$ cat config.mk
export PLATFORM = sky130hd
export DESIGN_NAME = fdr_regs
export DESIGN_NICKNAME = d
export VERILOG_FILES = /design/src/fdr_pkg.sv /design/src/fdr_sync.sv /design/src/fdr_req_gate.sv /design/src/fdr_regs.sv
export SDC_FILE = /design/constraint.sdc
export NUM_CORES = 1
export LEC_CHECK = 0
export ABC_CLOCK_PERIOD_IN_PS = 2100
export BUFFER_PORTS_ARGS = -buffer_cell sky130_fd_sc_hd__buf_2
export CAP_MARGIN = 20
export CORE_ASPECT_RATIO = 1.25
export CORE_MARGIN = 4
export CORE_UTILIZATION = 47
export DETAILED_ROUTE_END_ITERATION = 10
export PLACE_DENSITY = 0.89
export RECOVER_POWER = 50
export SYNTH_ARGS = -nofsm -noshare
export SYNTH_HDL_FRONTEND = slang
export SYNTH_SLANG_ARGS = --single-unit
$ cat constraint.sdc
create_clock -name aclk -period 2.1 [get_ports aclk]
set_clock_uncertainty 0.1 [all_clocks]
set_input_delay 0.42 -clock aclk [delete_from_list [all_inputs] [get_ports aclk]]
set_output_delay 0.42 -clock aclk [all_outputs]
set_load 0.01 [all_outputs]
$ cat src/fdr_pkg.sv
// Functional notes
// - output control register is write-only at index 2; cleared by master reset pin.
// - output control bit 4 drives the motor enable for drive A.
// - output control bit 3 enables the DMA and interrupt request outputs.
// - output control bit 2 low holds the controller core in reset.
// - output control bits 1-0 select drive A, B, C or D in binary.
// - tape register read at index 3; normal mode only bits 1-0, reset zero.
// - three-mode: tape bits 7-6 mirror media/boot config bits 5-4.
// - three-mode: tape bits 5-4 give drive type of last selected drive.
// - three-mode: tape bits 3-2 mirror config bits 7-6; reset pattern 0x30.
// - tape select 00 none, 01-11 drive 1-3; drive 0 never the tape drive.
// - status read at index 4; bit 7 ready for master, resets zero.
// - status bit 6 gives transfer direction, one means toward the processor.
// - status bit 5 set only in execution phase of a non-DMA command.
// - status bit 4 high while a read or write command is in progress.
// - status bits 3-0 high while the matching drive is seeking.
package fdr_pkg;
   localparam int ADDR_W = 6;
   localparam int DATA_W = 32;
   localparam int REG_W = 8;
   localparam int IDX_W = 4;
   localparam int LSB_W = 2;
   // register indices; the byte address is four times the index
   localparam logic [IDX_W-1:0] IDX_DIGITAL_OUTPUT_CTRL = 4'h2;
   localparam logic [IDX_W-1:0] IDX_TAPE_DRIVE_ASSIGN = 4'h3;
   localparam logic [IDX_W-1:0] IDX_MAIN_TRANSFER_STATUS = 4'h4;
   localparam logic [IDX_W-1:0] IDX_FLOPPY_MODE_CONFIG = 4'h8;
   localparam logic [IDX_W-1:0] IDX_FLOPPY_MEDIA_BOOT_CONFIG = 4'h9;
   localparam logic [IDX_W-1:0] IDX_FLOPPY_DRIVE_TYPE_CONFIG = 4'ha;
   // output control fields
   localparam int DO_MOTOR_A = 4;
   localparam int DO_DMA_INT_EN = 3;
   localparam int DO_CORE_RESET_N = 2;
   localparam logic [REG_W-1:0] DO_WRITE_MASK = 8'h1f;
   localparam logic [REG_W-1:0] DO_RESET = 8'h00;
   localparam int DO_SEL_HI = 1;
   // configuration fields
   localparam int MODE_CFG_THREE_MODE = 0;
   localparam logic [REG_W-1:0] MODE_CFG_MASK = 8'h01;
   localparam logic [REG_W-1:0] MODE_CFG_RESET = 8'h00;
   localparam int MEDIA_HI = 5;
   localparam int MEDIA_LO = 4;
   localparam int BOOT_HI = 7;
   localparam int BOOT_LO = 6;
   localparam logic [REG_W-1:0] MEDIA_BOOT_RESET = 8'h00;
   localparam logic [REG_W-1:0] DRIVE_TYPE_RESET = 8'hff;
   localparam logic [1:0] TAPE_SEL_RESET = 2'h0;
   localparam int TAPE_SEL_HI = 1;
   // drive 0 is kept for booting, so its mask bit is never set
   localparam logic [3:0] TAPE_ALLOWED_MASK = 4'he;
   localparam logic [REG_W-1:0] STATUS_RESET = 8'h00;
   localparam logic [3:0] ONEHOT_RESET = 4'h0;
   // bus answers
   localparam logic [1:0] RESP_OKAY = 2'h0;
   localparam logic [1:0] RESP_SLVERR = 2'h2;

   function automatic logic [3:0] fdr_onehot(input logic [1:0] sel);
      fdr_onehot = 4'h1 << sel;
   endfunction

   function automatic logic [1:0] fdr_drive_type(input logic [REG_W-1:0] cfg,
                                                 input logic [1:0] sel);
      fdr_drive_type = cfg[{sel, 1'b0} +: 2];
   endfunction
endpackage

$ cat src/fdr_sync.sv
`timescale 1ns/10ps
module fdr_sync (
   input wire logic aclk,
   input wire logic aresetn,
   input wire logic async_in,
   output logic sync_out
);
   import fdr_pkg::*;

   logic stage1;

   // first stage feeds only the second
   always_ff @(posedge aclk) begin
      if (!aresetn) begin
         stage1 <= 1'b0;
         sync_out <= 1'b0;
      end else begin
         stage1 <= async_in;
         sync_out <= stage1;
      end
   end
endmodule

$ cat src/fdr_req_gate.sv
`timescale 1ns/10ps
module fdr_req_gate (
   input wire logic aclk,
   input wire logic clear,
   input wire logic enable,
   input wire logic drq_req,
   input wire logic irq_req,
   output logic drq_out,
   output logic irq_out
);
   import fdr_pkg::*;

   wire gated_drq = enable & drq_req;
   wire gated_irq = enable & irq_req;

   // one register stage so both requests leave from flops
   always_ff @(posedge aclk) begin
      if (clear) begin
         drq_out <= 1'b0;
         irq_out <= 1'b0;
      end else begin
         drq_out <= gated_drq;
         irq_out <= gated_irq;
      end
   end
endmodule

$ cat src/fdr_regs.sv
`timescale 1ns/10ps
module fdr_regs (
   input wire logic aclk,
   input wire logic aresetn,
   // axi4-lite write address
   input wire logic [fdr_pkg::ADDR_W-1:0] s_axi_awaddr,
   input wire logic [2:0] s_axi_awprot,
   input wire logic s_axi_awvalid,
   output logic s_axi_awready,
   // axi4-lite write data
   input wire logic [fdr_pkg::DATA_W-1:0] s_axi_wdata,
   input wire logic [3:0] s_axi_wstrb,
   input wire logic s_axi_wvalid,
   output logic s_axi_wready,
   // axi4-lite write response
   output logic [1:0] s_axi_bresp,
   output logic s_axi_bvalid,
   input wire logic s_axi_bready,
   // axi4-lite read address
   input wire logic [fdr_pkg::ADDR_W-1:0] s_axi_araddr,
   input wire logic [2:0] s_axi_arprot,
   input wire logic s_axi_arvalid,
   output logic s_axi_arready,
   // axi4-lite read data
   output logic [fdr_pkg::DATA_W-1:0] s_axi_rdata,
   output logic [1:0] s_axi_rresp,
   output logic s_axi_rvalid,
   input wire logic s_axi_rready,
   // master reset pin, asynchronous to aclk
   input wire logic master_reset_pin,
   // controller core state, same clock
   input wire logic core_drq_req,
   input wire logic core_irq_req,
   input wire logic core_ready_for_master,
   input wire logic core_transfer_direction,
   input wire logic core_exec_phase,
   input wire logic core_nondma_mode,
   input wire logic core_command_busy,
   input wire logic drive3_seek_busy,
   input wire logic drive2_seek_busy,
   input wire logic drive1_seek_busy,
   input wire logic drive0_seek_busy,
   // controls toward the core and the drives
   output logic motor_a_enable,
   output logic [1:0] drive_select,
   output logic [3:0] drive_select_onehot,
   output logic floppy_controller_core_reset_n,
   output logic three_mode_enable,
   output logic [1:0] tape_drive_number,
   output logic [3:0] tape_drive_mask,
   output logic drq_out,
   output logic irq_out
);
   import fdr_pkg::*;

   // master reset pin crossing
   logic mr_sync;

   fdr_sync i_fdr_sync (
      .aclk(aclk),
      .aresetn(aresetn),
      .async_in(master_reset_pin),
      .sync_out(mr_sync)
   );

   // either reset source clears the device registers and request outputs; the bus channel flops reset on aresetn only
   wire clear = !aresetn | mr_sync;

   // register storage
   logic [REG_W-1:0] digital_output_ctrl;
   logic [1:0] tape_sel;
   logic [REG_W-1:0] main_transfer_status;
   logic [REG_W-1:0] floppy_mode_config;
   logic [REG_W-1:0] floppy_media_boot_config;
   logic [REG_W-1:0] floppy_drive_type_config;

   // write channel state
   logic aw_held;
   logic w_held;
   logic [IDX_W-1:0] wr_idx;
   logic [REG_W-1:0] wr_byte;
   logic wr_lane0;

   // read channel state
   logic [REG_W-1:0] rd_byte_q;

   // handshakes
   wire aw_take = s_axi_awvalid & s_axi_awready;
   wire w_take = s_axi_wvalid & s_axi_wready;
   wire ar_take = s_axi_arvalid & s_axi_arready;
   wire b_done = s_axi_bvalid & s_axi_bready;
   wire r_done = s_axi_rvalid & s_axi_rready;

   // a write commits in the first cycle that both halves are held and no answer is pending
   wire do_write = aw_held & w_held & !s_axi_bvalid;

   wire next_aw_held = !do_write & (aw_held | aw_take);
   wire next_w_held = !do_write & (w_held | w_take);
   wire next_bvalid = do_write | (s_axi_bvalid & !b_done);
   wire next_rvalid = ar_take | (s_axi_rvalid & !r_done);

   // address decode of the held write
   wire wr_hit_do = wr_idx == IDX_DIGITAL_OUTPUT_CTRL;
   wire wr_hit_td = wr_idx == IDX_TAPE_DRIVE_ASSIGN;
   wire wr_hit_ms = wr_idx == IDX_MAIN_TRANSFER_STATUS;
   wire wr_hit_mode = wr_idx == IDX_FLOPPY_MODE_CONFIG;
   wire wr_hit_media = wr_idx == IDX_FLOPPY_MEDIA_BOOT_CONFIG;
   wire wr_hit_dtype = wr_idx == IDX_FLOPPY_DRIVE_TYPE_CONFIG;
   wire wr_mapped = wr_hit_do | wr_hit_td | wr_hit_ms | wr_hit_mode
                  | wr_hit_media | wr_hit_dtype;

   // status register is read-only; a write to it is acknowledged and dropped
   wire wr_en = do_write & wr_lane0;
   wire we_do = wr_en & wr_hit_do;
   wire we_td = wr_en & wr_hit_td;
   wire we_mode = wr_en & wr_hit_mode;
   wire we_media = wr_en & wr_hit_media;
   wire we_dtype = wr_en & wr_hit_dtype;

   // reserved bits never reach the register
   wire [REG_W-1:0] next_do = wr_byte & DO_WRITE_MASK;
   wire [REG_W-1:0] next_mode = wr_byte & MODE_CFG_MASK;

   // address decode of the read request
   wire [IDX_W-1:0] rd_idx = s_axi_araddr[LSB_W +: IDX_W];
   wire rd_hit_do = rd_idx == IDX_DIGITAL_OUTPUT_CTRL;
   wire rd_hit_td = rd_idx == IDX_TAPE_DRIVE_ASSIGN;
   wire rd_hit_ms = rd_idx == IDX_MAIN_TRANSFER_STATUS;
   wire rd_hit_mode = rd_idx == IDX_FLOPPY_MODE_CONFIG;
   wire rd_hit_media = rd_idx == IDX_FLOPPY_MEDIA_BOOT_CONFIG;
   wire rd_hit_dtype = rd_idx == IDX_FLOPPY_DRIVE_TYPE_CONFIG;
   wire rd_mapped = rd_hit_do | rd_hit_td | rd_hit_ms | rd_hit_mode
                  | rd_hit_media | rd_hit_dtype;

   // output control and mode config fields
   wire [1:0] sel_field = digital_output_ctrl[DO_SEL_HI:0];
   wire three_mode = floppy_mode_config[MODE_CFG_THREE_MODE];

   // tape register views
   wire [1:0] media_id = {floppy_media_boot_config[MEDIA_HI],
                          floppy_media_boot_config[MEDIA_LO]};
   wire [1:0] boot_drive = {floppy_media_boot_config[BOOT_HI],
                            floppy_media_boot_config[BOOT_LO]};
   // drive type follows the drive currently held in the select field
   wire [1:0] drive_type = fdr_drive_type(floppy_drive_type_config, sel_field);
   wire [REG_W-1:0] td_three = {media_id, drive_type, boot_drive, tape_sel};
   wire [REG_W-1:0] td_normal = {6'h00, tape_sel};
   wire [REG_W-1:0] td_view = three_mode ? td_three : td_normal;

   // drive 0 is kept out of the tape mask
   wire [3:0] tape_decode = fdr_onehot(tape_sel);
   wire [3:0] next_tape_mask = tape_decode & TAPE_ALLOWED_MASK;

   // main status is sampled each cycle from the core
   wire nondma_exec = core_exec_phase & core_nondma_mode;
   wire [REG_W-1:0] next_status = {core_ready_for_master,
                                   core_transfer_direction,
                                   nondma_exec,
                                   core_command_busy,
                                   drive3_seek_busy,
                                   drive2_seek_busy,
                                   drive1_seek_busy,
                                   drive0_seek_busy};

   // read data selection; the output control register is write-only
   wire [REG_W-1:0] rd_byte =
      rd_hit_td ? td_view :
      rd_hit_ms ? main_transfer_status :
      rd_hit_mode ? floppy_mode_config :
      rd_hit_media ? floppy_media_boot_config :
      rd_hit_dtype ? floppy_drive_type_config :
      8'h00;

   // write channel
   always_ff @(posedge aclk) begin
      if (!aresetn) begin
         aw_held <= 1'b0;
         w_held <= 1'b0;
         s_axi_bvalid <= 1'b0;
         s_axi_awready <= 1'b0;
         s_axi_wready <= 1'b0;
      end else begin
         aw_held <= next_aw_held;
         w_held <= next_w_held;
         s_axi_bvalid <= next_bvalid;
         s_axi_awready <= !next_aw_held & !next_bvalid;
         s_axi_wready <= !next_w_held & !next_bvalid;
      end
   end

   // held write payload
   always_ff @(posedge aclk) begin
      if (!aresetn) begin
         wr_idx <= 4'h0;
         wr_byte <= 8'h00;
         wr_lane0 <= 1'b0;
      end else begin
         if (aw_take) begin
            wr_idx <= s_axi_awaddr[LSB_W +: IDX_W];
         end
         if (w_take) begin
            wr_byte <= s_axi_wdata[REG_W-1:0];
            wr_lane0 <= s_axi_wstrb[0];
         end
      end
   end

   // write answer is fixed when the write commits
   always_ff @(posedge aclk) begin
      if (!aresetn) begin
         s_axi_bresp <= RESP_OKAY;
      end else if (do_write) begin
         s_axi_bresp <= wr_mapped ? RESP_OKAY : RESP_SLVERR;
      end
   end

   // read channel; data are caught at the address handshake
   always_ff @(posedge aclk) begin
      if (!aresetn) begin
         s_axi_rvalid <= 1'b0;
         s_axi_arready <= 1'b0;
         s_axi_rresp <= RESP_OKAY;
         rd_byte_q <= 8'h00;
      end else begin
         s_axi_rvalid <= next_rvalid;
         s_axi_arready <= !next_rvalid;
         if (ar_take) begin
            rd_byte_q <= rd_byte;
            s_axi_rresp <= rd_mapped ? RESP_OKAY : RESP_SLVERR;
         end
      end
   end

   assign s_axi_rdata = {{(DATA_W-REG_W){1'b0}}, rd_byte_q};

   // output control register
   always_ff @(posedge aclk) begin
      if (clear) begin
         digital_output_ctrl <= DO_RESET;
      end else if (we_do) begin
         digital_output_ctrl <= next_do;
      end
   end

   // tape select and configuration registers
   always_ff @(posedge aclk) begin
      if (clear) begin
         tape_sel <= TAPE_SEL_RESET;
         floppy_mode_config <= MODE_CFG_RESET;
         floppy_media_boot_config <= MEDIA_BOOT_RESET;
         floppy_drive_type_config <= DRIVE_TYPE_RESET;
      end else begin
         if (we_td) begin
            tape_sel <= wr_byte[TAPE_SEL_HI:0];
         end
         if (we_mode) begin
            floppy_mode_config <= next_mode;
         end
         if (we_media) begin
            floppy_media_boot_config <= wr_byte;
         end
         if (we_dtype) begin
            floppy_drive_type_config <= wr_byte;
         end
      end
   end

   // status sample; holds zero through reset
   always_ff @(posedge aclk) begin
      if (clear) begin
         main_transfer_status <= STATUS_RESET;
      end else begin
         main_transfer_status <= next_status;
      end
   end

   // registered decodes for the drive-side outputs
   always_ff @(posedge aclk) begin
      if (clear) begin
         drive_select_onehot <= ONEHOT_RESET;
         tape_drive_mask <= ONEHOT_RESET;
      end else begin
         drive_select_onehot <= fdr_onehot(sel_field);
         tape_drive_mask <= next_tape_mask;
      end
   end

   // direct register bits; the core reset follows the control bit level
   assign motor_a_enable = digital_output_ctrl[DO_MOTOR_A];
   assign floppy_controller_core_reset_n = digital_output_ctrl[DO_CORE_RESET_N];
   assign drive_select = sel_field;
   assign three_mode_enable = three_mode;
   assign tape_drive_number = tape_sel;

   // request outputs lag the core requests by one cycle
   fdr_req_gate i_fdr_req_gate (
      .aclk(aclk),
      .clear(clear),
      .enable(digital_output_ctrl[DO_DMA_INT_EN]),
      .drq_req(core_drq_req),
      .irq_req(core_irq_req),
      .drq_out(drq_out),
      .irq_out(irq_out)
   );
endmodule

==> results of run 1 <==
==> worst max-delay path, cell delays in order <==
cell	delay [ps]
buf_2	240
inv_1	90
nor2_1	210
clkbuf_2	580
nand2_1	200
o21ai_0	180
==> Yosys cell counts (2+ instances only) <==
master,count
nor2_1,15
mux4_2,2
nor3b_1,3
nand3_1,20
or4_4,2
buf_4,27
and2_1,11
nor2b_1,3
o21ai_2,8
o21ai_0,20
a221oi_1,8
and3_1,7
dfxtp_1,73
nor3_2,2
mux2i_1,2
clkbuf_1,13
nor3_1,12
buf_6,3
nand2_1,50
a22o_1,7
inv_1,4
nand2b_1,7
a21oi_1,33
==> cells in the final DEF (no fill, tap or decap), drive strengths merged, types with 2 or more instances in the layout <==
cell type	n
and2	11
o21ai	28
mux4	2
nor3	14
a221oi	8
a22o	7
buf	54
clkbuf	25
nor3b	3
dfxtp	73
nor2b	3
nor2	15
conb	27
inv	6
or4	3
and3	7
nand2b	7
nand2	50
nand3	21
a21oi	33
mux2i	2
clkinvlp	4
==> kinds of logic after synthesis <==
kind of cell / Yosys count / synth area share
AOI/OAI and AO/OA: 78 / 0.157
buffers and inverters: 50 / 0.107
DFF: 73 / 0.476
muxes: 4 / 0.0212
other: 1 / 0.00122
and+or+nand+nor: 139 / 0.238
==> layer usage <==
layer	part of all wire	vias to the layer above	wire (µm)
li1	-	1267	-
met1	0.41	1128	2620
met2	0.51	72	3270
met3	0.052	16	332
met4	0.030	0	189
met5	0	-	0
==> final cells by class <==
type	count	area, µm²
flip-flops and latches	73	1460
multi-input cells	248	1380
inverters	4	15.0
repair buffers	70	337
clock buffers	9	124
clock inverters	7	77.6
well taps	85	106
fillers	587	2750
==> sequential cells by signal (all words and copies together), names as in the netlist, 2 cells and up <==
signal                    flops
floppy_drive_type_config      8
digital_output_ctrl           5
tape_drive_number             2
rd_byte_q                     8
floppy_media_boot_config      8
wr_idx                        4
tape_drive_mask               3
wr_byte                       8
main_transfer_status          8
drive_select_onehot           4
==> through the flow <==
stage	total power [mW]	hold slack (ps)	setup WS (ps)
after global placement	1.72	321	400
final	2.78	172	357
after floorplan	1.67	312	425
after global routing	2.91	151	136
after detailed placement	1.72	323	358
after CTS	2.81	158	359
==> report_power, final <==
part / leakage (nW) / total (mW) / internal, mW / switching, mW
Combinational: 0.737 / 0.227 / 0.0840 / 0.143
Clock: 0.0885 / 1.09 / 0.556 / 0.533
Sequential: 0.595 / 1.46 / 1.43 / 0.0320
Total: 1.42 / 2.78 / 2.07 / 0.708
==> worst paths after layout <==
path | start | endpoint
hold / removal | drive3_seek_busy | main_transfer_status[3]
hold reg to reg | i_fdr_sync.stage1 | i_fdr_sync.sync_out
setup / recovery | aresetn | tape_drive_number[1]
setup reg to reg | w_held | floppy_mode_config[0]
==> impl_metrics.ini, run 1 <==
[place]
gp_congestion = 0.828
io_buffers = 66
postPlaceCellArea_mm2 = 0.00334
placed_cells = 480
dp_hpwl_um = 4690

[sta]
max_slew_margin = 0.400
rsz0062_at_grt = no
setup_violations = 0
setup_tns_ps = 0
timing.fmax_mhz = 574
finalMaxSlewViolations = 0
hold_viol_final = 0
period_share = 0.830
post-route-min-period_ps = 1740
worst_slew_pin_slew_ps = 900

[drt]
drtIter0Drc = 125
via_per_inst = 5.01
postRouteAntennaNets = 0
wire_per_inst_um = 12.9
drc = 0
drt_pre_antenna_iters = 4
finalWirelength_um = 6410
vias = 2483

[clock_network]
cts_max_level = 3
clkTransAtPathRegs_ps = 80
cts_resized = 0
cts_tree = done
cts_buffers = 9
clock_tree.buffer_depth = 2
cts.sinks = 73
postCtsHoldBufs = 0
clock_latency_ps = 340
postCtsSetupBuffers = 0
root_buffer = clkbuf_8

[yosys]
synthCells = 345
ys_warn_count = 0
seq_area_frac_synth = 0.476
ys_top_cells_by_area = dfxtp_1, buf_4, nand2_1
yosys.area.top_type_share = 0.476
synth-edff-count = 0
syn_area_per_cell_um2 = 8.90
synth_top_cell_by_area = dfxtp_1
synth_area_mm2 = 0.00307
async_flop_share = 0
ys_ff_latch = 73
synthFlopType = dfxtp_1
synthDistinctLibCells = 36

[setup_path]
crit_fanout = 38
worstSetupStartpointType = input pin
cp.required_ps = 2280
r2r_cells = 4
crit_type = input pin to register
ff2ff_setup_slack_ps = 370
cp-end-kind = register
worstPathArrival_ps = 1920

[global_routing]
grt_pass1_wl_um = 10500
grt_max_degree = 39
grt_overflow_total = 0
use_met1 = 0.195
grt_use_met2 = 0.279
grt_pass1_vias = 2336
grt_use_met3 = 0.0452
antenna_found_initial = 0
top_usage_layer = met2
track_usage = 0.167

[job]
maxCapViolCount = 0

[floorplan]
core_area_mm2 = 0.00625
die_h_um = 98.4
fp.dieArea_mm2 = 0.00790
die_x_um = 80.3
num_rows = 32
initial_core_util = 0.492
ios = 131

[final_layout]
diodes = 0
fin_cells = 496
final_nets = 479
stdcell_area_mm2 = 0.00350
drive_gt1_frac = 0.219
postLayoutCoreUtil = 0.560
area_growth_pct = 13.9

[power]
ir_drop_uv = 385
leakage_nw = 1.42
p_per_area_mw_per_mm2 = 793

[worst_hold_path]
holdPathStages = 2
worst_hold_path_type = input pin to register

[status]
outcome = complete, no violations
(Power assumes the default switching activity.)
==> run 2: changes to the inputs <==
- ABC_CLOCK_PERIOD_IN_PS: 2100 -> 1700
- clock period: 2.1 -> 1.7 ns (I/O delays scaled with it)
==> impl_metrics.ini, run 2 (synthesis gave the netlist of run 1 again) <==
[floorplan]
die_x_um = 80.3
num_rows = 32
initial_core_util = 0.492
fp.dieArea_mm2 = 0.00790
die_h_um = 98.4
ios = 131
core_area_mm2 = 0.00625

[sta]
post-route-min-period_ps = 1800
timing.fmax_mhz = 555
period_share = 1.06
worst_slew_pin_slew_ps = 902
fin_ws_ps = -102
max_slew_margin = 0.399
finalMaxSlewViolations = 0
setup_violations = 1
holdWs_ps = 96.6
hold_viol_final = 0
setup_tns_ps = -102

[status]
outcome = complete, but fails checks
violations = setup timing

[clock_network]
clock_latency_ps = 340
cts_max_level = 3
clkTransAtPathRegs_ps = 80
cts_buffers = 9
root_buffer = clkbuf_8
cts_tree = done
clock_tree.buffer_depth = 2
cts.sinks = 73
postCtsHoldBufs = 0

[job]
maxCapViolCount = 0

[global_routing]
antenna_found_initial = 0
grt_max_degree = 38
grt_pass1_wl_um = 11000
grt_overflow_total = 0
grt_pass1_vias = 2505
track_usage = 0.178

[setup_path]
cp.required_ps = 1820
endpoint = floppy_drive_type_config[3]
r2r_cells = 4
path_cells = nand2b_1, or4_4, nor3_1, a21oi_1
cp-end-kind = register
rr_endpoint = floppy_drive_type_config[3]
crit_type = register to register
cp_slowest_cell = or4_4
ff2ff_setup_slack_ps = -100
reg2reg_from = wr_idx[0]
startpoint = wr_idx[0]
worstSetupStartpointType = register
max_stage_delay_ps = 620
worstPathArrival_ps = 1920
crit_fanout = 8

[final_layout]
drive_gt1_frac = 0.252
diodes = 0
final_nets = 488
final_common_cell = dfxtp_1
final_cell_mix = dfxtp_1, buf_2, nand2_1
area_growth_pct = 18.6
fillCellCount = 565
postLayoutCoreUtil = 0.583

[place]
dp_hpwl_um = 5000
io_buffers = 66
gp_congestion = 0.838

[drt]
drt_pre_antenna_iters = 4
drtIter0Drc = 178
postRouteAntennaNets = 0
wire_per_inst_um = 13.9
drc = 0
finalWirelength_um = 7040
vias = 2614
via_per_inst = 5.18

[power]
total_power_mw = 3.59
leakage_nw = 1.50
ir_drop_uv = 490
p_per_area_mw_per_mm2 = 985

[worst_hold_path]
worst_hold_path_type = input pin to register
hp-start = core_ready_for_master
run 2: cell count changes in the layout (fill, tap and decap cells not counted), moves of 3 or more:
cell,previous run,this run
buf_4,2,8
dfxtp_1,73,70
dfxtp_2,0,3
nor3_1,12,9
nor3_2,2,5
run 2: worst max-delay path: cells and delay by family (launching register included):
family	cells	cell delay [ps]
simple gates	3	1130
flops	1	360
compound gates	1	100
run 2: how the worst min path moves through the flow:
stage	endpoint	cells past startpoint	slack, ps
2_1_floorplan	i_fdr_sync.sync_out	1	310
3_3_place_gp	i_fdr_sync.sync_out	1	320
3_5_place_dp	i_fdr_sync.sync_out	1	320
4_1_cts	main_transfer_status[3]	2	90
5_1_grt	main_transfer_status[4]	2	80
6_report	main_transfer_status[7]	2	100
run 2: power breakdown:
group | total [mW] | internal (mW) | leakage (nW) | switching [mW]
sequential | 1.81 | 1.77 | 0.596 | 0.0406
clock | 1.47 | 0.825 | 0.106 | 0.645
combinational | 0.311 | 0.125 | 0.801 | 0.186
total | 3.59 | 2.72 | 1.50 | 0.871
run 2: metal layers:
layer  routed length (µm)  global-route usage  part of all wire
met1                 2660               0.200              0.38
met2                 3700               0.294              0.52
met3                  434              0.0498             0.062
met4                  255               0.108             0.036
met5                    0                   0                 0
run 2: timing repair:
action | CTS | global route
buffers inserted | 0 | 0
setup endpoints to repair | 0 | 9
gates resized for setup | 0 | 10
run 2: final cells by class:
cell class,instances,area (µm²),area share
multi-input combinational,249,1420,0.389
sequential,73,1470,0.402
tap,85,106,0.0292
clock inverter,7,93.8,0.0258
timing repair buffer,78,422,0.116
clock buffer,9,124,0.0340
inverter,4,15.0,0.00412
run 2: metrics by stage:
stage	cells	worst slack [ps]	instance area (µm²)
after floorplan	371	25.0	3170
after global placement	488	117	3410
after detailed placement	488	56.2	3410
after CTS	504	38.2	3630
after global routing	505	-169	3640
final	505	-102	3640
